===== src/rtl/ssr_pkg.sv =====
// package of the servo status output router: register offsets, field positions, reset values
// assumes one drive clock; registers reached over a plain address/strobe port
package ssr_pkg;

    // ************************************************************
    // register offsets
    // ************************************************************
    localparam logic [15:0] OFS_ROTARY_LEVEL   = 16'h2502;
    localparam logic [15:0] OFS_ROUTE_A        = 16'h250e;
    localparam logic [15:0] OFS_ROUTE_B        = 16'h250f;
    localparam logic [15:0] OFS_ROUTE_C        = 16'h2510;
    localparam logic [15:0] OFS_POLARITY       = 16'h2512;
    localparam logic [15:0] OFS_ROUTE_D        = 16'h2514;
    localparam logic [15:0] OFS_LINEAR_LEVEL   = 16'h2581;
    localparam logic [15:0] OFS_STATUS         = 16'h2600;
    localparam logic [15:0] OFS_MOTOR_SEL      = 16'h2601;

    // ************************************************************
    // reset values and ranges
    // ************************************************************
    localparam logic [15:0] RST_LEVEL          = 16'h0014;
    localparam logic [15:0] RST_ROUTE          = 16'h0000;
    localparam logic [15:0] RST_POLARITY       = 16'h0000;
    localparam logic [15:0] LEVEL_MIN          = 16'h0001;
    localparam logic [15:0] LEVEL_MAX          = 16'h2710;

    // ************************************************************
    // field positions (nibble index)
    // ************************************************************
    localparam int NIB_POS_DONE    = 0;
    localparam int NIB_SPEED_MATCH = 1;
    localparam int NIB_MOTION      = 2;
    localparam int NIB_READY       = 3;
    localparam int NIB_TORQUE_LIM  = 0;
    localparam int NIB_SPEED_LIM   = 1;
    localparam int NIB_BRAKE       = 2;
    localparam int NIB_WARNING     = 3;
    localparam int NIB_NEAR        = 0;
    localparam int NIB_MAINT       = 1;
    localparam int NUM_PAIRS       = 3;
    localparam int NUM_SIGNALS     = 10;

    // allocation codes
    typedef enum logic [3:0] {
        ROUTE_OFF   = 4'h0,
        ROUTE_PAIR1 = 4'h1,
        ROUTE_PAIR2 = 4'h2,
        ROUTE_PAIR3 = 4'h3
    } ssr_route_t;

    // control mode
    typedef enum logic [1:0] {
        MODE_POSITION = 2'b00,
        MODE_SPEED    = 2'b01,
        MODE_TORQUE   = 2'b10
    } ssr_mode_t;

endpackage : ssr_pkg


===== src/rtl/ssr_router.sv =====
// servo status output router: registers, qualification and three output pairs
// assumes status inputs synchronous to CLK; software writes via a plain strobe port
//
// Function
// nibble 0 off, 1..3 select pair
// software never writes codes 4 to 6
// signals sharing a pair are ORed
// signal not evaluated in mode reads OFF
// polarity nibble per pair, 1 inverts
// route A: done, match, motion, ready
// route B: torque, speed, brake, warning
// near in C nibble 0; maintenance D nibble 1
// fault output ON normally, OFF on error
// warning ON while warning condition exists
// motion ON when speed at/above level
// rotary level 1..10000, default 20, immediate
// linear level 1..10000, default 20, immediate
// invert after OR, update next clock
`timescale 1ns/10ps
module ssr_router #(
    parameter int SPEED_W = 16
) (
    input  wire logic               CLK,             // 250 MHz drive clock
    input  wire logic               NRST,            // synchronous reset, low active
    input  wire logic [15:0]        ADDR,            // register address
    input  wire logic [15:0]        WDATA,           // write data
    input  wire logic               WR,              // write strobe
    input  wire logic               RD,              // read strobe
    output      logic [15:0]        RDATA,           // read data, cycle after RD
    input  wire ssr_pkg::ssr_mode_t MODE,            // current control mode
    input  wire logic               LINEAR_MOTOR,    // linear motor fitted
    input  wire logic [SPEED_W-1:0] SPEED,           // motor speed magnitude
    input  wire logic               POS_DONE,        // positioning complete
    input  wire logic               SPEED_MATCH,     // speed coincidence
    input  wire logic               SERVO_READY,     // ready for servo on
    input  wire logic               TORQUE_LIMITED,  // torque limit active
    input  wire logic               SPEED_LIMITED,   // speed limit active
    input  wire logic               BRAKE_RELEASE,   // brake release request
    input  wire logic               WARNING,         // warning condition
    input  wire logic               NEAR_POS,        // near position
    input  wire logic               MAINT_DUE,       // maintenance due
    input  wire logic               ERROR,           // error detected
    output      logic [2:0]         PAIR_OUT,        // terminal pairs 1..3, 1 = closed
    output      logic               FAULT_OUT,       // fault output, 1 = closed
    output      logic               MOTION_DETECT    // raw motion detection state
);
    import ssr_pkg::*;

    localparam int N = NUM_SIGNALS;

    // ************************************************************
    // registers
    // ************************************************************
    logic [15:0] rotary_motion_detect_level;
    logic [15:0] linear_motion_detect_level;
    logic [15:0] output_route_select_a;
    logic [15:0] output_route_select_b;
    logic [15:0] output_route_select_c;
    logic [15:0] output_route_select_d;
    logic [15:0] output_pair_polarity;
    logic        next_motion;

    function automatic logic [15:0] clamp_level(input logic [15:0] v);
        if (v < LEVEL_MIN) begin
            clamp_level = LEVEL_MIN;
        end else if (v > LEVEL_MAX) begin
            clamp_level = LEVEL_MAX;
        end else begin
            clamp_level = v;
        end
    endfunction : clamp_level

    function automatic logic [3:0] nib(input logic [15:0] r, input int k);
        nib = r[4*k +: 4];
    endfunction : nib

    wire sel_rot  = (ADDR == OFS_ROTARY_LEVEL);
    wire sel_lin  = (ADDR == OFS_LINEAR_LEVEL);
    wire sel_ra   = (ADDR == OFS_ROUTE_A);
    wire sel_rb   = (ADDR == OFS_ROUTE_B);
    wire sel_rc   = (ADDR == OFS_ROUTE_C);
    wire sel_rd   = (ADDR == OFS_ROUTE_D);
    wire sel_pol  = (ADDR == OFS_POLARITY);
    wire sel_stat = (ADDR == OFS_STATUS);

    always_ff @(posedge CLK) begin
        if (!NRST) begin
            rotary_motion_detect_level <= RST_LEVEL;
            linear_motion_detect_level <= RST_LEVEL;
            output_route_select_a      <= RST_ROUTE;
            output_route_select_b      <= RST_ROUTE;
            output_route_select_c      <= RST_ROUTE;
            output_route_select_d      <= RST_ROUTE;
            output_pair_polarity       <= RST_POLARITY;
        end else if (WR) begin
            // out-of-range level written is clamped, keeps detection defined
            if (sel_rot) rotary_motion_detect_level <= clamp_level(WDATA);
            if (sel_lin) linear_motion_detect_level <= clamp_level(WDATA);
            if (sel_ra)  output_route_select_a      <= WDATA;
            if (sel_rb)  output_route_select_b      <= WDATA;
            if (sel_rc)  output_route_select_c      <= WDATA;
            if (sel_rd)  output_route_select_d      <= WDATA;
            if (sel_pol) output_pair_polarity       <= {4'h0, WDATA[11:0]};
        end
    end

    // ************************************************************
    // read port
    // ************************************************************
    logic [15:0] read_mux;
    assign read_mux = sel_rot  ? rotary_motion_detect_level :
                      sel_lin  ? linear_motion_detect_level :
                      sel_ra   ? output_route_select_a :
                      sel_rb   ? output_route_select_b :
                      sel_rc   ? output_route_select_c :
                      sel_rd   ? output_route_select_d :
                      sel_pol  ? output_pair_polarity :
                      sel_stat ? {10'h000, MOTION_DETECT, FAULT_OUT, 1'b0, PAIR_OUT} :
                      16'h0000;

    always_ff @(posedge CLK) begin
        if (!NRST) begin
            RDATA <= 16'h0000;
        end else begin
            RDATA <= RD ? read_mux : 16'h0000;
        end
    end

    // ************************************************************
    // motion detection
    // ************************************************************
    ssr_speed_detect #(
        .W (SPEED_W)
    ) u_speed (
        .speed        (SPEED),
        .rotary_level (rotary_motion_detect_level[SPEED_W-1:0]),
        .linear_level (linear_motion_detect_level[SPEED_W-1:0]),
        .linear       (LINEAR_MOTOR),
        .moving       (next_motion)
    );

    // ************************************************************
    // qualification by control mode
    // ************************************************************
    // signals without meaning in the present mode are forced off
    logic pos_ok;
    logic spd_ok;
    assign pos_ok = (MODE == MODE_POSITION);
    assign spd_ok = (MODE == MODE_SPEED);

    logic [N-1:0]   sig;
    logic [4*N-1:0] route;

    assign sig = {MAINT_DUE,
                  NEAR_POS & pos_ok,
                  WARNING,
                  BRAKE_RELEASE,
                  SPEED_LIMITED,
                  TORQUE_LIMITED,
                  SERVO_READY,
                  next_motion,
                  SPEED_MATCH & spd_ok,
                  POS_DONE & pos_ok};

    assign route = {nib(output_route_select_d, NIB_MAINT),
                    nib(output_route_select_c, NIB_NEAR),
                    nib(output_route_select_b, NIB_WARNING),
                    nib(output_route_select_b, NIB_BRAKE),
                    nib(output_route_select_b, NIB_SPEED_LIM),
                    nib(output_route_select_b, NIB_TORQUE_LIM),
                    nib(output_route_select_a, NIB_READY),
                    nib(output_route_select_a, NIB_MOTION),
                    nib(output_route_select_a, NIB_SPEED_MATCH),
                    nib(output_route_select_a, NIB_POS_DONE)};

    // ************************************************************
    // output pairs
    // ************************************************************
    logic [2:0] next_pair;

    genvar p;
    generate
        for (p = 0; p < NUM_PAIRS; p++) begin : g_pair
            ssr_route_mux #(
                .N    (N),
                .CODE (4'(p + 1))
            ) u_mux (
                .sig    (sig),
                .route  (route),
                .invert (output_pair_polarity[4*p]),
                .level  (next_pair[p])
            );
        end
    endgenerate

    always_ff @(posedge CLK) begin
        if (!NRST) begin
            PAIR_OUT      <= 3'h0;
            FAULT_OUT     <= 1'b0;
            MOTION_DETECT <= 1'b0;
        end else begin
            PAIR_OUT      <= next_pair;
            FAULT_OUT     <= ~ERROR;
            MOTION_DETECT <= next_motion;
        end
    end

endmodule : ssr_router


===== src/rtl/ssr_route_mux.sv =====
// one output pair: OR of all signals routed to it, then polarity
// assumes signal and route nibbles are already qualified by the caller
`timescale 1ns/10ps
module ssr_route_mux #(
    parameter int          N    = ssr_pkg::NUM_SIGNALS,
    parameter logic [3:0]  CODE = 4'h1
) (
    input  wire logic [N-1:0]   sig,     // qualified status signals
    input  wire logic [4*N-1:0] route,   // allocation nibbles, one per signal
    input  wire logic           invert,  // pair polarity
    output      logic           level    // combined level
);
    import ssr_pkg::*;

    logic [N-1:0] hit;

    genvar i;
    generate
        for (i = 0; i < N; i++) begin : g_sel
            assign hit[i] = sig[i] & (route[4*i +: 4] == CODE);
        end
    endgenerate

    // inversion after the OR so a pair has one polarity
    assign level = (|hit) ^ invert;   // see R3

endmodule : ssr_route_mux


===== src/rtl/ssr_speed_detect.sv =====
// motion detection: speed magnitude against selected level
// assumes speed is an unsigned magnitude in the motor's own unit
`timescale 1ns/10ps
module ssr_speed_detect #(
    parameter int W = 16
) (
    input  wire logic [W-1:0] speed,        // motor speed magnitude
    input  wire logic [W-1:0] rotary_level, // rotary threshold, rpm
    input  wire logic [W-1:0] linear_level, // linear threshold, mm/s
    input  wire logic         linear,       // linear motor fitted
    output      logic         moving        // at or above level
);
    logic [W-1:0] level;

    assign level  = linear ? linear_level : rotary_level;
    assign moving = (speed >= level);

endmodule : ssr_speed_detect


===== config.mk =====
export PLATFORM = sky130hd
export DESIGN_NAME = ssr_router
export DESIGN_NICKNAME = d
export VERILOG_FILES = /design/src/rtl/ssr_pkg.sv /design/src/rtl/ssr_router.sv /design/src/rtl/ssr_route_mux.sv /design/src/rtl/ssr_speed_detect.sv
export SDC_FILE = /design/constraint.sdc
export NUM_CORES = 1
export LEC_CHECK = 0
export ABC_AREA = 1
export BUFFER_PORTS_ARGS = -buffer_cell sky130_fd_sc_hd__buf_2
export CORE_UTILIZATION = 53
export CTS_BUF_LIST = sky130_fd_sc_hd__clkbuf_8
export CTS_CLUSTER_SIZE = 25
export DETAILED_ROUTE_END_ITERATION = 8
export PLACE_DENSITY = 0.79
export SETUP_SLACK_MARGIN = 0.4
export SLEW_MARGIN = 15
export SYNTH_ARGS = -nofsm -noshare
export SYNTH_HDL_FRONTEND = slang
export SYNTH_SLANG_ARGS = --single-unit

===== constraint.sdc =====
create_clock -name CLK -period 5.7 [get_ports CLK]
set_input_delay 1.14 -clock CLK [delete_from_list [all_inputs] [get_ports CLK]]
set_output_delay 1.14 -clock CLK [all_outputs]
set_load 0.02 [all_outputs]

==> results.json, run 1 <==
{
  "status": "complete, no violations",
  "cts_resized": 0,
  "dieArea_sq_um": 13120,
  "synth_cell_types": 40,
  "synth_flop_cell": "dfxtp_1",
  "fin_nets": 1118,
  "cts_sinks": 129,
  "finalHoldViolations": 0,
  "drive_above_1_share": 0.1345,
  "port_buffers": 85,
  "grt_max_degree": 72,
  "antenna_cells": 0,
  "finalClockSkew_ns": 0.009808,
  "synth_area_sq_um": 6713,
  "leakage_nw": 3.141,
  "post_drt_via_cell_ratio": 5.604,
  "path_max_fanout": 20,
  "dp_hpwl_mm": 13.69,
  "start_util": 0.5520,
  "finalMaxSlewViolations": 0,
  "core-area_sq_um": 12160,
  "tns_ns": 0,
  "drc": 0,
  "max-cap-violations": 0,
  "vias": 6814,
  "path_common_cell": "nand2_1",
  "hold_path_depth": 2,
  "synth_top_cells_by_area": "dfxtp_1 38%, nand2_1 11%, o21ai_0 10%",
  "ir_drop_mv": 0.1820,
  "critPathMaxStageDelay_ns": 0.92,
  "post-route-period-util": 0.6375,
  "place_congestion": 0.9315,
  "routed_wl_mm": 19.53,
  "die_w_um": 114.5,
  "grt_pass1_wl_mm": 31.51,
  "power_density_nw_per_um2": 232.9,
  "gr-total-overflow": 0,
  "die_y_um": 114.5,
  "finalSetupViolations": 0,
  "cts_setup_buffers": 0,
  "synth_area_leader_cell": "dfxtp_1",
  "slowest_stage": "nor2_1",
  "fin_cells": 1216,
  "placed_area_sq_um": 7144,
  "r2r_slack_ns": 3.50,
  "routedWlPerCell_um": 16.06,
  "rsz0062_at_grt": "no",
  "first_global_vias": 6321,
  "crit_path_end_kind": "register",
  "drtIter0Drc": 658,
  "cts_htree_levels": 4,
  "cts_tree": "built",
  "ys_ff_latch": 129,
  "syn_area_per_cell_sq_um": 6.850,
  "yosysWarnings": 0,
  "yosysSeqAreaShare": 0.3847,
  "crit_required_ns": 6.00,
  "hold_path_class": "reg -> reg",
  "ios": 86,
  "cp-start-kind": "input port",
  "clock_latency_ns": 0.45,
  "cts_buffer_depth": 2,
  "antenna_found_initial": 0,
  "postRouteAntennaNets": 0,
  "synth_nets": 1061,
  "synth_edf_count": 0,
  "path_class": "in -> reg",
  "path_buf_inv": 4,
  "fp-row-count": 40,
  "cp.depth": 11,
  "areaGrowthSynthToFinish_pct": 11.61,
  "cp_top_family": "simple AND/OR/NAND/NOR gates",
  "synth_cells": 980,
  "clock.fmax_mhz": 275.2,
  "synth_top_area_share": 0.3847,
  "relSlewSlack": 0.2459,
  "cts_made_buffers": 17,
  "synthArstFlopShare": 0,
  "ff2ff_path_depth": 12,
  "path_clk_slew_ns": 0.07,
  "worstMarginPinSlew_ns": 1.128,
  "drtPass1Iterations": 5,
  "cp.arrival_ns": 3.94,
  "design_area_sq_um": 7492,
  "grt_usage": 0.3138,
  "period_needed_ns": 3.634,
  "final_cell_mix": "196 x nand2_1, 144 x inv_1, 140 x o21ai_0",
  "cp_cell_sequence": "buf_2 > inv_1 > nand2_1 > nor2_2 > nand2_1 > inv_2 > nand2_1 > nor2_1 > inv_1 > nor2_1 > a211oi_1",
  "clockRootBuffer": "clkbuf_8",
  "holdBufCountCts": 0,
  "layout_commonest_cell": "nand2_1",
  "place_inst": 1186
}
==> sequential cells by signal (all words and copies together), names as in the netlist <==
register                    cells
output_route_select_a          16
RDATA                          16
PAIR_OUT                        3
linear_motion_detect_level     16
MOTION_DETECT                   1
output_route_select_d          16
rotary_motion_detect_level     16
output_pair_polarity           12
output_route_select_b          16
FAULT_OUT                       1
output_route_select_c          16
==> kinds of logic after synthesis <==
logic type                 after synthesis  share of synthesized area
AOI/OAI and AO/OA                      292                     0.2358
adders and majority gates               16                    0.02982
buffers and inverters                  196                     0.1154
DFF                                    129                     0.3847
muxes                                    3                   0.004474
and+or+nand+nor                        344                     0.2298
==> worst register-to-register path, cell delays in order (launching register included) <==
cell and delay, ns:
dfxtp_1 0.34, inv_1 0.06, nand2_1 0.04, o21ai_0 0.10, ha_1 0.32, nand4_1 0.14
nor3_1 0.45, nand2_1 0.11, nand3_1 0.18, nand2_1 0.11, nand2_1 0.08, nand2_1 0.06
a21oi_1 0.12
==> routing by layer <==
layer	part of all wire	vias up	track usage
met5	0	-	0
met4	0.023	0	0.1152
met3	0.088	39	0.06776
met2	0.46	296	0.5026
met1	0.43	3106	0.4151
li1	-	3373	-
==> report_power, final <==
part,total [mW],internal (mW),switching [mW]
sequential,0.902,0.902,0.000513
combinational,0.124,0.0400,0.0841
clock,0.718,0.364,0.354
total,1.74,1.31,0.438
==> final cells by class <==
cell class,count,area (sq um)
repair buffers,88,447.9
multi-input cells,655,3356
clock buffers,20,275.3
flip-flops and latches,129,2582
well taps,168,210.2
clock inverters,10,72.57
inverters,146,548.0
fillers,1188,4669
==> final timing paths <==
path / start / end
worst max register to register: linear_motion_detect_level[13] / PAIR_OUT[2]
worst min-delay path: output_route_select_d[11] / output_route_select_d[11]
worst max-delay path: ADDR[12] / output_route_select_b[2]
worst min register to register: output_route_select_d[11] / output_route_select_d[11]
==> metrics by stage <==
stage	utilization	hold WS (ns)	power, mW	setup WS, ns
2_1_floorplan	-	0.4238	0.9866	2.684
3_3_place_gp	0.5874	0.4320	1.042	1.805
3_5_place_dp	0.5874	0.4406	1.044	1.693
4_1_cts	0.6160	0.4504	1.742	2.138
5_1_grt	0.6160	0.4620	1.793	1.643
6_report	0.6160	0.4488	1.745	2.066
==> synth_stat cells (2+ instances only) <==
cell type / number
a211oi_1: 5
inv_2: 5
a41oi_1: 4
buf_2: 13
nor3b_1: 2
nor2_2: 2
or2_2: 2
a31oi_1: 6
nand2_1: 196
dfxtp_1: 129
a21oi_2: 5
nor4_1: 7
o21ai_2: 5
o22ai_1: 4
nor2_4: 3
nor3_1: 16
nand3b_1: 2
nor2_1: 42
buf_4: 2
ha_1: 16
mux2i_1: 3
clkbuf_1: 33
nand3_1: 38
inv_1: 140
o21ai_0: 140
nand3_2: 2
nand4_1: 30
a21oi_1: 108
o211ai_1: 8
buf_6: 2
No activity file was read; power rests on OpenSTA's default activity.
==> inputs of run 2 (changes only) <==
--- a/config.mk
+++ b/config.mk
@@ -11,7 +11,7 @@
 export CTS_BUF_LIST = sky130_fd_sc_hd__clkbuf_8
 export CTS_CLUSTER_SIZE = 25
 export DETAILED_ROUTE_END_ITERATION = 8
-export PLACE_DENSITY = 0.79
+export PLACE_DENSITY = 0.82
 export SETUP_SLACK_MARGIN = 0.4
 export SLEW_MARGIN = 15
 export SYNTH_ARGS = -nofsm -noshare
==> constraint.sdc (replaced) <==
create_clock -name CLK -period 3.25 [get_ports CLK]
set_input_delay 0.65 -clock CLK [delete_from_list [all_inputs] [get_ports CLK]]
set_output_delay 0.65 -clock CLK [all_outputs]
set_load 0.02 [all_outputs]
==> run 2 against run 1 <==
Net effect: register-to-register slack lost 2.4 ns; hold slack got worse by 0.097 ns; sequential cell count is the same; combinational power is 76% higher; count of clock-buffer cells in the layout increased by 1; critical endpoint is now PAIR_OUT[1]; first-iteration DRC count up 4.1%; highest routed layer unchanged.
==> results.json, run 2 (synthesis results as in run 1) <==
{
  "fp-row-count": 40,
  "crit_required_ns": 3.63,
  "cts_buffer_depth": 2,
  "layout_commonest_cell": "nand2_1",
  "finalMaxSlewViolations": 0,
  "die_y_um": 114.5,
  "ir_drop_mv": 0.3050,
  "tns_ns": 0,
  "core-area_sq_um": 12160,
  "antenna_found_initial": 0,
  "path_class": "in -> reg",
  "worst_slack_ns": 0.8638,
  "cts_tree": "built",
  "hp-start": "ERROR",
  "place_congestion": 0.9811,
  "fillers": 1132,
  "start_util": 0.5520,
  "finalSetupViolations": 0,
  "min_to": "FAULT_OUT",
  "drc": 0,
  "dieArea_sq_um": 13120,
  "port_buffers": 85,
  "finalHoldViolations": 0,
  "status": "complete, no violations",
  "r2r_slack_ns": 1.15,
  "max-cap-violations": 0,
  "rsz0062_at_grt": "no",
  "hold_path_depth": 2,
  "antenna_cells": 0,
  "drtIter0Drc": 685,
  "final_cell_mix": "195 x nand2_1, 144 x inv_1, 140 x o21ai_0",
  "cp-start-kind": "input port",
  "routed_wl_mm": 19.16,
  "pre_cts_slack_ns": 0.2842,
  "crit_path_end_kind": "register",
  "cts_sinks": 129,
  "postRouteAntennaNets": 0,
  "post_drt_via_cell_ratio": 5.600,
  "power_density_nw_per_um2": 404.4,
  "drive_above_1_share": 0.1445,
  "finish.utilization": 0.6234,
  "drtPass1Iterations": 6,
  "gr-total-overflow": 0,
  "clock.fmax_mhz": 419.1,
  "clockRootBuffer": "clkbuf_8",
  "clock_latency_ns": 0.45,
  "cts_made_buffers": 17,
  "placed_area_sq_um": 7219,
  "cts_setup_buffers": 0,
  "cts_htree_levels": 4,
  "ios": 86,
  "ff2ff_path_depth": 12,
  "fin_nets": 1128,
  "leakage_nw": 3.199,
  "post-route-period-util": 0.7342,
  "period_needed_ns": 2.386,
  "hold_path_class": "in -> reg",
  "path_common_cell": "nand2_1",
  "slowest_stage": "buf_2",
  "first_global_vias": 6130,
  "worstMarginPinSlew_ns": 0.8782,
  "r2r_end": "PAIR_OUT[1]",
  "critPathMaxStageDelay_ns": 0.41,
  "path_clk_slew_ns": 0.07,
  "reg2reg_from": "linear_motion_detect_level[8]",
  "dp_hpwl_mm": 13.43,
  "grt_max_degree": 98,
  "grt_pass1_wl_mm": 30.33,
  "areaGrowthSynthToFinish_pct": 12.94,
  "die_w_um": 114.5,
  "path_max_fanout": 29,
  "vias": 6871,
  "routedWlPerCell_um": 15.61,
  "cp_cell_sequence": "buf_2 > o21ai_0 > ha_1 > nand2_1 > nor3_1 > nand2_1 > nand3_1 > nand2_1 > nand2_1 > nand2_1 > a21oi_1",
  "finalClockSkew_ns": 0.01057,
  "design_area_sq_um": 7581,
  "cp.arrival_ns": 2.76,
  "relSlewSlack": 0.4145,
  "grt_usage": 0.3031
}
[run 2: cell count changes in the layout (fill, tap and decap cells not counted), sizes merged]
cell and delta:
buf +10, clkinv +1, clkinvlp -1, clkbuf +1
[run 2: worst max path at each step]
stage | from | end | slack [ns] | depth (start not counted)
floorplan | LINEAR_MOTOR | PAIR_OUT[2] | 0.72 | 12
global placement | ADDR[12] | output_route_select_c[0] | 0.39 | 11
detailed placement | ADDR[12] | output_route_select_c[8] | 0.28 | 11
CTS | ADDR[12] | output_route_select_c[8] | 0.74 | 11
global route | ADDR[12] | RDATA[2] | 0.65 | 16
finish | LINEAR_MOTOR | PAIR_OUT[1] | 0.86 | 11
[run 2: timing repair]
item	in CTS	in global routing
setup endpoints to repair	0	10
hold buffers	0	0
gates resized for setup	0	1
[run 2: critical path, delay by kind of cell]
kind,cells,cell delay (ns)
AO/OA/AOI/OAI,2,0.34
adder cells (fa/ha/maj),1,0.35
buffers and inverters,1,0.41
AND/OR/NAND/NOR,7,1.00
[run 2: where the power goes]
part           internal, mW  switching, mW
Clock                 0.663          0.602
Sequential             1.58        0.00109
Combinational        0.0710          0.147
Total                  2.32          0.750
[run 2: through the flow]
step | power (mW) | hold slack (ns) | instances
2_1_floorplan | 1.730 | 0.4238 | 980
3_3_place_gp | 1.826 | 0.4322 | 1196
3_5_place_dp | 1.830 | 0.4360 | 1196
4_1_cts | 3.067 | 0.3442 | 1227
5_1_grt | 3.172 | 0.3470 | 1227
6_report | 3.065 | 0.3517 | 1227
[run 2: final cells by class]
cell class / count / area [sq um] / area share
clock buffers: 21 / 289.0 / 0.03813
clock inverters: 10 / 70.07 / 0.009242
inverters: 146 / 548.0 / 0.07229
multi-input cells: 655 / 3358 / 0.4430
flip-flops and latches: 129 / 2582 / 0.3407
well taps: 168 / 210.2 / 0.02773
repair buffers: 98 / 523.0 / 0.06899
[run 2: layer usage]
metal	share of wire	global-route usage	up-vias
li1	-	-	3409
met1	0.43	0.3953	3087
met2	0.45	0.4800	324
met3	0.088	0.06564	51
met4	0.030	0.1377	0
met5	0	0	-
==> inputs of run 3 (changes only) <==
--- a/config.mk
+++ b/config.mk
@@ -11,7 +11,7 @@
 export CTS_BUF_LIST = sky130_fd_sc_hd__clkbuf_8
 export CTS_CLUSTER_SIZE = 25
 export DETAILED_ROUTE_END_ITERATION = 8
-export PLACE_DENSITY = 0.82
+export PLACE_DENSITY = 0.79
 export SETUP_SLACK_MARGIN = 0.4
 export SLEW_MARGIN = 15
 export SYNTH_ARGS = -nofsm -noshare
==> constraint.sdc (replaced) <==
create_clock -name CLK -period 2.3 [get_ports CLK]
set_input_delay 0.46 -clock CLK [delete_from_list [all_inputs] [get_ports CLK]]
set_output_delay 0.46 -clock CLK [all_outputs]
set_load 0.02 [all_outputs]
==> run 3 against run 2 <==
Net effect: hold slack worse by 0.20 ns; critical path depth grew 1; sequential share of layout area decreased by 1.4 points.
==> results.json, run 3 (synthesis results as in run 1) <==
{
  "power_density_nw_per_um2": 565.3,
  "status": "complete, no violations",
  "cts_sinks": 129,
  "cts_buffer_depth": 2,
  "cts_tree": "built",
  "clock.fmax_mhz": 535.4,
  "ir_drop_mv": 0.4888,
  "post-route-period-util": 0.8121,
  "p_int_mw": 3.357,
  "cp-start-kind": "register",
  "place_congestion": 0.8973,
  "die_w_um": 114.5,
  "gr-total-overflow": 0,
  "hold_path_class": "in -> reg",
  "routed_wl_mm": 19.48,
  "finalHoldViolations": 0,
  "final_cell_mix": "191 x nand2_1, 139 x inv_1, 135 x o21ai_0",
  "worstMarginPinSlew_ns": 0.7452,
  "antenna_cells": 0,
  "grt_max_degree": 56,
  "areaGrowthSynthToFinish_pct": 18.02,
  "core-area_sq_um": 12160,
  "cts_made_buffers": 17,
  "finalSetupViolations": 0,
  "die_y_um": 114.5,
  "dieArea_sq_um": 13120,
  "finalClockSkew_ns": 0.01109,
  "combPwrFrac": 0.076,
  "drtPass1Iterations": 7,
  "path_class": "reg -> reg",
  "path_clk_slew_ns": 0.08,
  "rsz0062_at_grt": "yes",
  "clock_latency_ns": 0.46,
  "fp-row-count": 40,
  "post_drt_via_cell_ratio": 5.540,
  "fin_nets": 1152,
  "reg2reg_from": "linear_motion_detect_level[9]",
  "start_util": 0.5520,
  "layout_commonest_cell": "nand2_1",
  "finalMaxSlewViolations": 0,
  "hp-start": "ERROR",
  "p_seq_frac": 0.499,
  "first_global_vias": 6275,
  "routedWlPerCell_um": 15.57,
  "crit_path_end_kind": "register",
  "path_max_fanout": 4,
  "finish.utilization": 0.6514,
  "drive_above_1_share": 0.1847,
  "cts_htree_levels": 4,
  "period_needed_ns": 1.868,
  "postRouteAntennaNets": 0,
  "grt_usage": 0.3067,
  "crit_start": "linear_motion_detect_level[9]",
  "relSlewSlack": 0.5026,
  "tns_ns": 0,
  "p_sw_mw": 1.122,
  "drtIter0Drc": 599,
  "cp.arrival_ns": 2.19,
  "crit_required_ns": 2.62,
  "holdBufCountCts": 0,
  "max-cap-violations": 0,
  "antenna_found_initial": 0,
  "vias": 6931,
  "ios": 86,
  "port_buffers": 85,
  "grt_pass1_wl_mm": 30.82,
  "clockRootBuffer": "clkbuf_8",
  "switching_share": 0.2506,
  "drc": 0,
  "leakage_nw": 3.335,
  "dp_hpwl_mm": 14.03,
  "pwr-share-clk": 0.425
}
==> run 3: timing repair <==
action                     in CTS  in global routing
setup endpoints to repair       0                 26
resized for setup               0                 26
buffers inserted                0                  1
==> run 3: area by class of cell <==
cell class	instances	area (sq um)
Multi-Input combinational cell	655	3423
Clock buffer	19	261.5
Inverter	146	551.8
Tap cell	168	210.2
Fill cell	1103	4239
Timing Repair Buffer	122	768.2
Clock inverter	12	118.9
Sequential cell	129	2589
==> run 3: worst paths after layout <==
check | to | slack (ns) | depth (start not counted)
setup reg to reg | PAIR_OUT[0] | 0.43 | 12
hold reg to reg | output_pair_polarity[11] | 0.45 | 2
setup / recovery | PAIR_OUT[0] | 0.43 | 12
hold / removal | FAULT_OUT | 0.15 | 2
==> run 3: power groups by stage <==
stage                     sequential, mW  clock [mW]  combinational (mW)
final                               2.24        1.90               0.341
after global routing                2.23        2.01               0.377
after floorplan                     2.29           0               0.162
after CTS                           2.24        1.92               0.323
after detailed placement            2.29           0               0.321
after global placement              2.29           0               0.317
==> run 3: per-stage QoR <==
stage / instance area [sq um] / instances / power [mW] / hold slack (ns) / worst slack [ns]
6_report: 7923 / 1251 / 4.479 / 0.1527 / 0.4322
5_1_grt: 7923 / 1251 / 4.621 / 0.1594 / 0.3071
4_1_cts: 7844 / 1250 / 4.475 / 0.1363 / 0.4142
3_5_place_dp: 7463 / 1219 / 2.608 / 0.4381 / -0.004634
3_3_place_gp: 7463 / 1219 / 2.604 / 0.4349 / 0.06631
2_1_floorplan: 6753 / 980 / 2.452 / 0.4238 / 0.3173
==> run 3: critical path, stage by stage (launching register included) <==
cell	delay [ns]
dfxtp_2	0.34
inv_2	0.03
nand2_1	0.05
o21ai_1	0.07
ha_1	0.33
a21oi_2	0.14
o21a_1	0.14
o221a_4	0.20
nand3_4	0.11
nand2_1	0.09
nand2_1	0.07
nand2_2	0.09
a21oi_2	0.04
==> run 3: per-layer routing <==
layer	vias to the layer above	GRT usage	wire, um
met5	-	0	0
met4	0	0.1368	774
met3	58	0.06511	1578
met2	317	0.5022	8924
met1	3101	0.3884	8198
li1	3455	-	-
